`src/design/sip_pkg.sv`:
```
// package: register map, fields, reset values and carrier types of the instruction prefetch block
package sip_pkg;
   // register byte offsets
   localparam logic [7:0] SIP_INSTR_PTR_OFF = 8'h2c;
   localparam logic [7:0] SIP_DMA_MODE_OFF  = 8'h38;
   localparam logic [7:0] SIP_DMA_CTRL_OFF  = 8'h3c;
   localparam logic [7:0] SIP_STATUS_OFF    = 8'h40;
   // field positions
   localparam int SIP_MODE_BL_LSB   = 6;   // burst length code, two bits
   localparam int SIP_MODE_BOF_BIT  = 1;   // burst opcode fetch enable
   localparam int SIP_CTRL_PFF_BIT  = 6;   // prefetch flush, self clearing
   localparam int SIP_CTRL_PFEN_BIT = 5;   // prefetch enable
   // reset values
   localparam logic [7:0]  SIP_MODE_RST  = 8'h00;
   localparam logic [7:0]  SIP_CTRL_RST  = 8'h00;
   localparam logic [31:0] SIP_IP_RST    = 32'h0000_0000;
   // prefetch geometry and bus constants
   localparam int          SIP_PF_WORDS     = 8;
   localparam logic [4:0]  SIP_PF_MIN_BURST = 5'h04;
   localparam logic [3:0]  SIP_CMD_MEM_READ = 4'h6;
   localparam logic [1:0]  SIP_RESP_OKAY    = 2'b00;
   localparam logic [1:0]  SIP_RESP_SLVERR  = 2'b10;

   // instruction kinds that shape burst opcode fetch
   typedef enum logic [1:0] {
      SIP_K_PLAIN    = 2'b00,
      SIP_K_MOVE     = 2'b01,
      SIP_K_INDIRECT = 2'b10,
      SIP_K_TBLMOVE  = 2'b11
   } sip_kind_t;

   // engine fetch request
   typedef struct packed {
      logic [31:0] addr;
      sip_kind_t   kind;
      logic [2:0]  nwords;
   } sip_ins_t;

   // engine events that may flush the buffer
   typedef struct packed {
      logic move;
      logic store;
      logic no_flush;
      logic branch_taken;
   } sip_ev_t;

   // memory read request, one per bus ownership
   typedef struct packed {
      logic [31:0] addr;
      logic [4:0]  len;
      logic [3:0]  cmd;
   } sip_mreq_t;

   // fetch state machine, gray from IDLE through PICK and MREQ to MDATA
   typedef enum logic [2:0] {
      SIP_IDLE  = 3'b000,
      SIP_PICK  = 3'b001,
      SIP_MREQ  = 3'b011,
      SIP_MDATA = 3'b010,
      SIP_RAMRD = 3'b110,
      SIP_PUSH  = 3'b111
   } sip_state_t;

   // burst length code to words
   function automatic logic [4:0] sip_burst_words(input logic [1:0] code);
      sip_burst_words = 5'h02 << code;
   endfunction
endpackage

```
`src/design/sip_prefetch.sv`:
```
// instruction prefetch front end with its output word fifo
module sip_fifo #(
   parameter int W = 32,
   parameter int D = 4
) (
   input  wire logic         aclk,
   input  wire logic         aresetn,
   input  wire logic         in_valid,
   output      logic         in_ready,
   input  wire logic [W-1:0] in_data,
   output      logic         out_valid,
   input  wire logic         out_ready,
   output      logic [W-1:0] out_data
);
   localparam int AW = $clog2(D);
   typedef struct packed {
      logic [D-1:0][W-1:0] mem;
      logic [AW-1:0]       wp;
      logic [AW-1:0]       rp;
      logic [AW:0]         cnt;
   } sip_fifo_st_t;
   sip_fifo_st_t s_q, s_d;
   logic push, pop;

   assign in_ready  = (s_q.cnt != (AW+1)'(D));
   assign out_valid = (s_q.cnt != '0);
   assign out_data  = s_q.mem[s_q.rp];
   assign push      = in_valid & in_ready;
   assign pop       = out_valid & out_ready;

   // pointers wrap at depth, count tracks occupancy honestly
   always_comb begin
      s_d = s_q;
      if (push) begin
         s_d.mem[s_q.wp] = in_data;
         s_d.wp = (s_q.wp == AW'(D-1)) ? '0 : s_q.wp + 1'b1;
      end
      if (pop) begin
         s_d.rp = (s_q.rp == AW'(D-1)) ? '0 : s_q.rp + 1'b1;
      end
      s_d.cnt = s_q.cnt + (AW+1)'(push) - (AW+1)'(pop);
   end

   always_ff @(posedge aclk) begin
      if (!aresetn) begin
         s_q <= '0;
      end else begin
         s_q <= s_d;
      end
   end
endmodule

// What this block does
// - prefetch enable fills an eight dword buffer
// - prefetch burst limited by programmed burst length
// - bursts under four dwords disable prefetching
// - prefetch uses plain memory read only
// - memory move flushes unless no-flush set
// - store flushes unless no-flush set
// - instruction pointer write flushes buffer
// - taken transfer of control flushes buffer
// - control bit 6 flushes, then self clears
// - burst opcode fetch reads two longwords together
// - memory move third longword separately owned
// - indirect extra longword in later ownership
// - table indirect move: two bursts of two
// - internal ram fetches skip the bus
module sip_prefetch
   import sip_pkg::*;
#(
   parameter int          PF_D     = SIP_PF_WORDS,
   parameter int          FIFO_D   = 4,
   parameter logic [31:0] RAM_BASE = 32'h0000_0000,
   parameter int          RAM_AW   = 12
) (
   input  wire logic        aclk,
   input  wire logic        aresetn,
   input  wire logic        s_axi_awvalid,
   output      logic        s_axi_awready,
   input  wire logic [7:0]  s_axi_awaddr,
   input  wire logic        s_axi_wvalid,
   output      logic        s_axi_wready,
   input  wire logic [31:0] s_axi_wdata,
   input  wire logic [3:0]  s_axi_wstrb,
   output      logic        s_axi_bvalid,
   input  wire logic        s_axi_bready,
   output      logic [1:0]  s_axi_bresp,
   input  wire logic        s_axi_arvalid,
   output      logic        s_axi_arready,
   input  wire logic [7:0]  s_axi_araddr,
   output      logic        s_axi_rvalid,
   input  wire logic        s_axi_rready,
   output      logic [31:0] s_axi_rdata,
   output      logic [1:0]  s_axi_rresp,
   input  wire logic        ins_valid,
   output      logic        ins_ready,
   input  wire sip_ins_t    ins,
   input  wire sip_ev_t     ev,
   output      logic        word_valid,
   input  wire logic        word_ready,
   output      logic [31:0] word_data,
   output      logic        ip_load,
   output      logic [31:0] ip_value,
   output      logic        mem_valid,
   input  wire logic        mem_ready,
   output      sip_mreq_t   mem_req,
   input  wire logic        mem_rvalid,
   output      logic        mem_rready,
   input  wire logic [31:0] mem_rdata,
   input  wire logic        mem_rlast,
   output      logic        ram_en,
   output      logic [RAM_AW-3:0] ram_addr,
   input  wire logic [31:0] ram_rdata
);
   localparam int PAW = $clog2(PF_D);

   typedef struct packed {
      sip_state_t              st;
      sip_ins_t                req;
      logic [2:0]              w;
      logic [31:0]             addr;
      logic [7:0]              dma_mode_reg;
      logic [7:0]              dma_control_reg;
      logic [31:0]             ip;
      logic                    ip_load;
      logic [PF_D-1:0][31:0]   pf_mem;
      logic [31:0]             pf_base;
      logic [PAW:0]            pf_cnt;
      logic                    pf_fill;
      logic                    pf_stale;
      logic [31:0]             word;
      sip_mreq_t               mreq;
      logic                    aw_hold;
      logic [7:0]              aw_addr;
      logic                    w_hold;
      logic [31:0]             w_data;
      logic [3:0]              w_strb;
      logic                    bvalid;
      logic [1:0]              bresp;
      logic                    rvalid;
      logic [31:0]             rdata;
      logic [1:0]              rresp;
   } sip_st_t;

   sip_st_t     s_q, s_d;
   logic        fifo_valid, fifo_ready;
   logic [31:0] fifo_data;
   logic [4:0]  burst;
   logic        pf_on, in_ram, hit, flush, do_wr;
   logic [31:0] off;
   logic [4:0]  seg_len, pf_len;

   // word fifo toward the execution engine; a full fifo stalls the fetch machine
   sip_fifo #(.W(32), .D(FIFO_D)) u_fifo (
      .aclk      (aclk),
      .aresetn   (aresetn),
      .in_valid  (fifo_valid),
      .in_ready  (fifo_ready),
      .in_data   (fifo_data),
      .out_valid (word_valid),
      .out_ready (word_ready),
      .out_data  (word_data)
   );

   // bus and engine facing outputs
   assign s_axi_awready = !s_q.aw_hold && !s_q.bvalid;
   assign s_axi_wready  = !s_q.w_hold && !s_q.bvalid;
   assign s_axi_bvalid  = s_q.bvalid;
   assign s_axi_bresp   = s_q.bresp;
   assign s_axi_arready = !s_q.rvalid;
   assign s_axi_rvalid  = s_q.rvalid;
   assign s_axi_rdata   = s_q.rdata;
   assign s_axi_rresp   = s_q.rresp;
   assign ins_ready     = (s_q.st == SIP_IDLE);
   assign ip_load       = s_q.ip_load;
   assign ip_value      = s_q.ip;
   assign mem_valid     = (s_q.st == SIP_MREQ);
   assign mem_req       = s_q.mreq;
   assign ram_addr      = s_q.addr[RAM_AW-1:2];
   assign do_wr         = s_q.aw_hold && s_q.w_hold && !s_q.bvalid;

   // mode decode
   // burst from mode
   assign burst  = sip_burst_words(s_q.dma_mode_reg[SIP_MODE_BL_LSB +: 2]);
   assign pf_len = (burst > 5'(PF_D)) ? 5'(PF_D) : burst;
   assign pf_on  = s_q.dma_control_reg[SIP_CTRL_PFEN_BIT] && (burst >= SIP_PF_MIN_BURST);
   assign in_ram = (s_q.addr[31:RAM_AW] == RAM_BASE[31:RAM_AW]);
   assign off    = s_q.addr - s_q.pf_base;
   assign hit    = (off[31:PAW+2] == '0) && ((PAW+1)'(off[PAW+1:2]) < s_q.pf_cnt) && (off[1:0] == 2'b00);

   // segment length for direct fetches
   always_comb begin
      seg_len = 5'h01;
      if (s_q.dma_mode_reg[SIP_MODE_BOF_BIT]) begin
         if (s_q.w == 3'h0 && s_q.req.nwords >= 3'h2) begin
            seg_len = 5'h02;
         end else if (s_q.req.kind == SIP_K_TBLMOVE && s_q.w == 3'h2 && s_q.req.nwords >= 3'h4) begin
            seg_len = 5'h02;
         end
      end
   end

   // flush sources, all engine events arrive on this clock
   always_comb begin
      flush = (ev.move || ev.store) && !ev.no_flush;
      flush = flush || ev.branch_taken;
      flush = flush || s_q.dma_control_reg[SIP_CTRL_PFF_BIT];
      flush = flush || (do_wr && s_q.aw_addr[7:2] == SIP_INSTR_PTR_OFF[7:2]);
   end

   // fetch machine, register file and bus slave in one next-state process
   always_comb begin
      s_d         = s_q;
      s_d.ip_load = 1'b0;
      fifo_valid  = 1'b0;
      fifo_data   = s_q.word;
      mem_rready  = 1'b0;
      ram_en      = 1'b0;
      case (s_q.st)
         SIP_IDLE: begin
            if (ins_valid) begin
               s_d.req  = ins;
               s_d.addr = ins.addr;
               s_d.w    = 3'h0;
               s_d.st   = SIP_PICK;
            end
         end
         SIP_PICK: begin
            if (s_q.w >= s_q.req.nwords) begin
               s_d.st = SIP_IDLE;
            end else if (in_ram) begin
               ram_en = 1'b1;
               s_d.st = SIP_RAMRD;
            end else if (pf_on && hit) begin
               s_d.word = s_q.pf_mem[off[PAW+1:2]];
               s_d.st   = SIP_PUSH;
            end else if (pf_on) begin
               s_d.pf_base  = s_q.addr;
               s_d.pf_cnt   = '0;
               s_d.pf_fill  = 1'b1;
               s_d.pf_stale = 1'b0;
               s_d.mreq = '{addr: s_q.addr, len: pf_len, cmd: SIP_CMD_MEM_READ};
               s_d.st   = SIP_MREQ;
            end else begin
               s_d.pf_fill = 1'b0;
               s_d.mreq    = '{addr: s_q.addr, len: seg_len, cmd: SIP_CMD_MEM_READ};
               s_d.st      = SIP_MREQ;
            end
         end
         SIP_MREQ: begin
            if (mem_ready) begin
               s_d.st = SIP_MDATA;
            end
         end
         SIP_MDATA: begin
            if (s_q.pf_fill) begin
               // buffer fill never stalls the memory side
               mem_rready = 1'b1;
               if (mem_rvalid) begin
                  s_d.pf_mem[s_q.pf_cnt[PAW-1:0]] = mem_rdata;
                  s_d.pf_cnt = s_q.pf_cnt + 1'b1;
               end
            end else begin
               // direct words stream straight into the fifo
               mem_rready = fifo_ready;
               fifo_valid = mem_rvalid;
               fifo_data  = mem_rdata;
               if (mem_rvalid && fifo_ready) begin
                  s_d.addr = s_q.addr + 32'h4;
                  s_d.w    = s_q.w + 3'h1;
               end
            end
            if (mem_rvalid && mem_rready && mem_rlast) begin
               s_d.st = SIP_PICK;
               if (s_q.pf_fill && s_q.pf_stale) begin
                  s_d.pf_cnt = '0;
               end
               s_d.pf_fill = 1'b0;
            end
         end
         SIP_RAMRD: begin
            s_d.word = ram_rdata;
            s_d.st   = SIP_PUSH;
         end
         SIP_PUSH: begin
            fifo_valid = 1'b1;
            if (fifo_ready) begin
               s_d.addr = s_q.addr + 32'h4;
               s_d.w    = s_q.w + 3'h1;
               s_d.st   = SIP_PICK;
            end
         end
         default: begin
            s_d.st = SIP_IDLE;
         end
      endcase

      // flush empties the buffer; a fill in flight is marked stale so its words are dropped
      if (flush) begin
         s_d.pf_cnt   = '0;
         s_d.pf_stale = s_q.pf_fill;
         if (s_q.pf_fill && s_q.st == SIP_PICK) begin
            s_d.pf_stale = 1'b0;
         end
      end
      s_d.dma_control_reg[SIP_CTRL_PFF_BIT] = 1'b0;

      // write address and data may come in either order
      if (s_axi_awvalid && s_axi_awready) begin
         s_d.aw_hold = 1'b1;
         s_d.aw_addr = s_axi_awaddr;
      end
      if (s_axi_wvalid && s_axi_wready) begin
         s_d.w_hold = 1'b1;
         s_d.w_data = s_axi_wdata;
         s_d.w_strb = s_axi_wstrb;
      end
      if (do_wr) begin
         s_d.aw_hold = 1'b0;
         s_d.w_hold  = 1'b0;
         s_d.bvalid  = 1'b1;
         s_d.bresp   = SIP_RESP_OKAY;
         case (s_q.aw_addr[7:2])
            SIP_DMA_MODE_OFF[7:2]: begin
               if (s_q.w_strb[0]) s_d.dma_mode_reg = s_q.w_data[7:0];
            end
            SIP_DMA_CTRL_OFF[7:2]: begin
               if (s_q.w_strb[0]) s_d.dma_control_reg = s_q.w_data[7:0];
            end
            SIP_INSTR_PTR_OFF[7:2]: begin
               for (int b = 0; b < 4; b++) begin
                  if (s_q.w_strb[b]) s_d.ip[8*b +: 8] = s_q.w_data[8*b +: 8];
               end
               s_d.ip_load = 1'b1;
            end
            SIP_STATUS_OFF[7:2]: begin
               s_d.bresp = SIP_RESP_OKAY;  // read only, write ignored
            end
            default: begin
               s_d.bresp = SIP_RESP_SLVERR;
            end
         endcase
      end
      if (s_q.bvalid && s_axi_bready) begin
         s_d.bvalid = 1'b0;
      end

      // reads answer one cycle after the address is taken
      if (s_q.rvalid && s_axi_rready) begin
         s_d.rvalid = 1'b0;
      end
      if (s_axi_arvalid && s_axi_arready) begin
         s_d.rvalid = 1'b1;
         s_d.rresp  = SIP_RESP_OKAY;
         case (s_axi_araddr[7:2])
            SIP_DMA_MODE_OFF[7:2]:  s_d.rdata = {24'h0, s_q.dma_mode_reg};
            SIP_DMA_CTRL_OFF[7:2]:  s_d.rdata = {24'h0, s_q.dma_control_reg};
            SIP_INSTR_PTR_OFF[7:2]: s_d.rdata = s_q.ip;
            SIP_STATUS_OFF[7:2]:    s_d.rdata = {16'h0, 3'h0, pf_on, 1'b0, s_q.st, 4'(s_q.pf_cnt), 4'h0};
            default: begin
               s_d.rdata = 32'h0;
               s_d.rresp = SIP_RESP_SLVERR;
            end
         endcase
      end
   end

   always_ff @(posedge aclk) begin
      if (!aresetn) begin
         s_q                 <= '0;
         s_q.st              <= SIP_IDLE;
         s_q.dma_mode_reg    <= SIP_MODE_RST;
         s_q.dma_control_reg <= SIP_CTRL_RST;
         s_q.ip              <= SIP_IP_RST;
      end else begin
         s_q <= s_d;
      end
   end
endmodule

```
`config.mk`:
```
export PLATFORM = sky130hd
export DESIGN_NAME = sip_prefetch
export DESIGN_NICKNAME = d
export VERILOG_FILES = /design/src/design/sip_pkg.sv /design/src/design/sip_prefetch.sv
export SDC_FILE = /design/constraint.sdc
export NUM_CORES = 2
export LEC_CHECK = 0
export ABC_AREA = 1
export ABC_CLOCK_PERIOD_IN_PS = 6300
export BUFFER_PORTS_ARGS = -buffer_cell sky130_fd_sc_hd__buf_2
export CORE_AREA = 2 2 229 231
export DETAILED_ROUTE_END_ITERATION = 7
export DIE_AREA = 0 0 231 233
export PLACE_DENSITY_LB_ADDON = 0.1
export SLEW_MARGIN = 20
export SYNTH_ARGS = -nofsm -noshare
export SYNTH_HDL_FRONTEND = slang
export SYNTH_SLANG_ARGS = --single-unit
```
`constraint.sdc`:
```
create_clock -name aclk -period 6.3 [get_ports aclk]
set_input_delay 1.26 -clock aclk [delete_from_list [all_inputs] [get_ports aclk]]
set_output_delay 1.26 -clock aclk [all_outputs]
set_load 0.05 [all_outputs]
```
==> flow_summary.yaml <==
timing:
  slew_headroom_pct: 18.79
  fin_crit_sh_pct: 71.69
  tightest_slew_ns: 1.217
  slew_viol_final: 0
  tns_ns: 0
  skew_ns: 0.02780
  fin_crit_ns: 4.516
  rsz0062_at_grt: "false"
  finalHoldViolCount: 0
  setup_violations: 0
  max_freq_mhz: 221.4
setup_path:
  rrSetupSlack_ns: 1.78
  cp_max_fo: 64
  end_kind: "register"
  path_class: "register to register"
  cp.required_ns: 6.78
  setup.worst_path.start_class: "register"
  cp.arrival_ns: 5.00
clock_tree:
  postCtsResizedCells: 0
  htreeDepth: 3
  cts_buffer_depth: 3
  root_buffer: "clkbuf_16"
  cts_tree: "built"
  cts.sinks: 671
  postCtsSetupBuffers: 0
  clkTransAtPathRegs_ns: 0.06
  cts_hold_buf: 0
  clk_latency_ns: 0.61
  cts_buffers: 70
final_layout:
  drive_gt1_share_pct: 11.89
  post-route-util_pct: 70.08
  layout.nets: 4847
  syn_to_final_growth_pct: 10.12
synth:
  avgSynthCellArea_sq_um: 7.074
  yosysUniqueCellTypes: 55
  async_flop_share_pct: 0
  synthCells: 4597
  yosysWarningCount: 0
  synth_seq_cells: 671
  synthFlopType: "dfxtp_1"
  synth_edf_count: 0
  syn_area_sq_um: 32520
  yosysSeqAreaShare_pct: 41.31
outcome:
  run_status: "complete, no violations"
route:
  dr.pass1.iters: 6
  wire_per_inst_microns: 17.27
  drtIter0Drc: 2940
  num_vias: 30420
  route.detailed.drc: 0
  totalWireLength_microns: 92680
  via_per_inst: 5.668
  ant_nets: 0
floorplanning:
  core_sq_um: 51090
  die_area_sq_um: 53820
  core.rowCount: 83
  start_util_pct: 63.64
  die_x_microns: 231
  io_pins: 331
  die_h_microns: 233
place:
  io_buffers: 322
  place_hpwl_microns: 58520
  gp_congestion: 0.9139
global_route:
  grt_antenna_before_repair: 12
  grt_pass1_vias: 27450
  grt_max_degree: 239
  overflow: 0
  grt_pass1_wl_microns: 146400
  grt_usage_pct: 33.63
job:
  maxCapViolations: 0
power_and_ir_drop:
  p_leak_nw: 15.17
  ir_worst_vdd_uv: 279.5
  p_per_area_nw_per_um2: 333.3
min_path:
  hold_path.class: "register to register"
-- stage by stage --
step | cell area [sq um] | std cells | total power, mW | hold slack [ns] | setup WS, ns
final | 35810 | 5366 | 11.93 | 0.4284 | 1.784
after global routing | 35800 | 5362 | 12.45 | 0.4532 | 1.450
after CTS | 35780 | 5358 | 11.93 | 0.4292 | 1.836
after detailed placement | 33400 | 5236 | 7.652 | 0.4212 | 1.860
after global placement | 33400 | 5236 | 7.629 | 0.4186 | 1.993
after floorplan | 32530 | 4600 | 6.865 | 0.4155 | 2.731
-- kinds of logic after synthesis --
| family | after synthesis | synth area share [%] |
|---|---|---|
| AO/OA/AOI/OAI | 1405 | 23.87 |
| other | 1 | 0.01153 |
| AND/OR/NAND/NOR | 1496 | 18.97 |
| buffers and inverters | 924 | 12.28 |
| multiplexers | 31 | 1.073 |
| XOR/XNOR | 19 | 0.5117 |
| adder cells (fa/ha/maj) | 50 | 1.970 |
| flip-flops | 671 | 41.31 |
-- where the power goes --
group / switching, mW / internal, mW
logic: 2.27 / 0.877
registers: 0.109 / 4.36
clock network: 1.73 / 2.59
total: 4.11 / 7.82
-- layer usage --
layer | GRT usage (%) | vias to the layer above | share of wire [%] | routed length (microns)
met4 | 11.35 | 10 | 2.7 | 2482
met3 | 6.900 | 181 | 8.6 | 7925
li1 | - | 15150 | - | -
met2 | 53.13 | 1099 | 45 | 41470
met5 | 0 | - | 0.074 | 69
met1 | 45.83 | 13980 | 44 | 40730
-- layout by cell type, fill, tap and decap left out, types with 10 or more instances in the layout --
cell	count
dfxtp_1	670
o21ai_0	651
nand2_1	631
nor2_1	596
inv_1	511
a21oi_1	480
buf_2	321
o211ai_1	134
nand3_1	125
clkbuf_16	71
ha_1	48
o22ai_1	36
nand3b_1	35
buf_4	35
a32o_1	32
mux2_2	31
nand4_1	27
a221oi_1	24
nor3_1	20
xor2_1	16
clkbuf_8	16
nand2_2	14
a211oi_1	14
clkbuf_1	14
o21ai_1	11
clkinv_2	10
-- worst max-delay path: stages (launching register included) --
cell	delay (ns)
dfxtp_1	0.51
ha_1	0.37
nand2_1	0.10
nand2_1	0.07
inv_2	0.07
nand2_4	0.08
xor2_4	0.12
buf_4	0.45
ha_1	0.33
nand2_1	0.06
nand2_1	0.04
a21boi_1	0.29
nand2_1	0.09
nor2_1	0.10
nand2_1	0.06
nor2_1	0.12
nand3_1	0.09
nor2_2	0.22
nand4_1	0.14
nand2_2	0.08
buf_4	0.60
nand3b_1	0.17
nand2_1	0.10
nor2_1	0.06
-- cells in the mapped netlist, types with 20 or more instances --
| cell | number | share of area, % |
|---|---|---|
| buf_4 | 125 | 2.9 |
| nand4_1 | 27 | 0.52 |
| nand2_1 | 633 | 7.3 |
| o211ai_1 | 134 | 3.1 |
| o21ai_0 | 651 | 10 |
| a21oi_1 | 480 | 7.4 |
| inv_1 | 513 | 5.9 |
| ha_1 | 48 | 1.8 |
| nor2_1 | 601 | 6.9 |
| a32o_1 | 32 | 0.99 |
| nand3_1 | 131 | 2.0 |
| dfxtp_1 | 671 | 41 |
| nand3b_1 | 35 | 0.81 |
| mux2_2 | 31 | 1.1 |
| o22ai_1 | 36 | 0.69 |
| nor3_1 | 20 | 0.31 |
| clkbuf_1 | 244 | 2.8 |
| a221oi_1 | 24 | 0.65 |
-- flip-flops by register name, indices dropped and copies added, names as in the netlist, 10 cells and up --
signal       cells
ram_addr        10
ip_value        32
s_q            419
u_fifo.s_q     135
s_axi_rdata     32
mem_req         38
-- area by class of cell --
class	instances	area (sq um)
Tap cell	680	850.8
Antenna cell	8	20.02
Multi-Input combinational cell	3005	15230
Fill cell	4461	15290
Timing Repair Buffer	359	1924
Clock buffer	101	2049
Inverter	521	1959
Clock inverter	21	335.3
Sequential cell	671	13430
-- path summary, 6_finish.rpt --
check               from  depth (start not counted)    endpoint
max          ram_addr[0]                         23    s_q[129]
min           mem_req[8]                          2  mem_req[8]
max reg2reg  ram_addr[0]                         23    s_q[129]
min reg2reg   mem_req[8]                          2  mem_req[8]
Power figures use the tool's default switching activity.
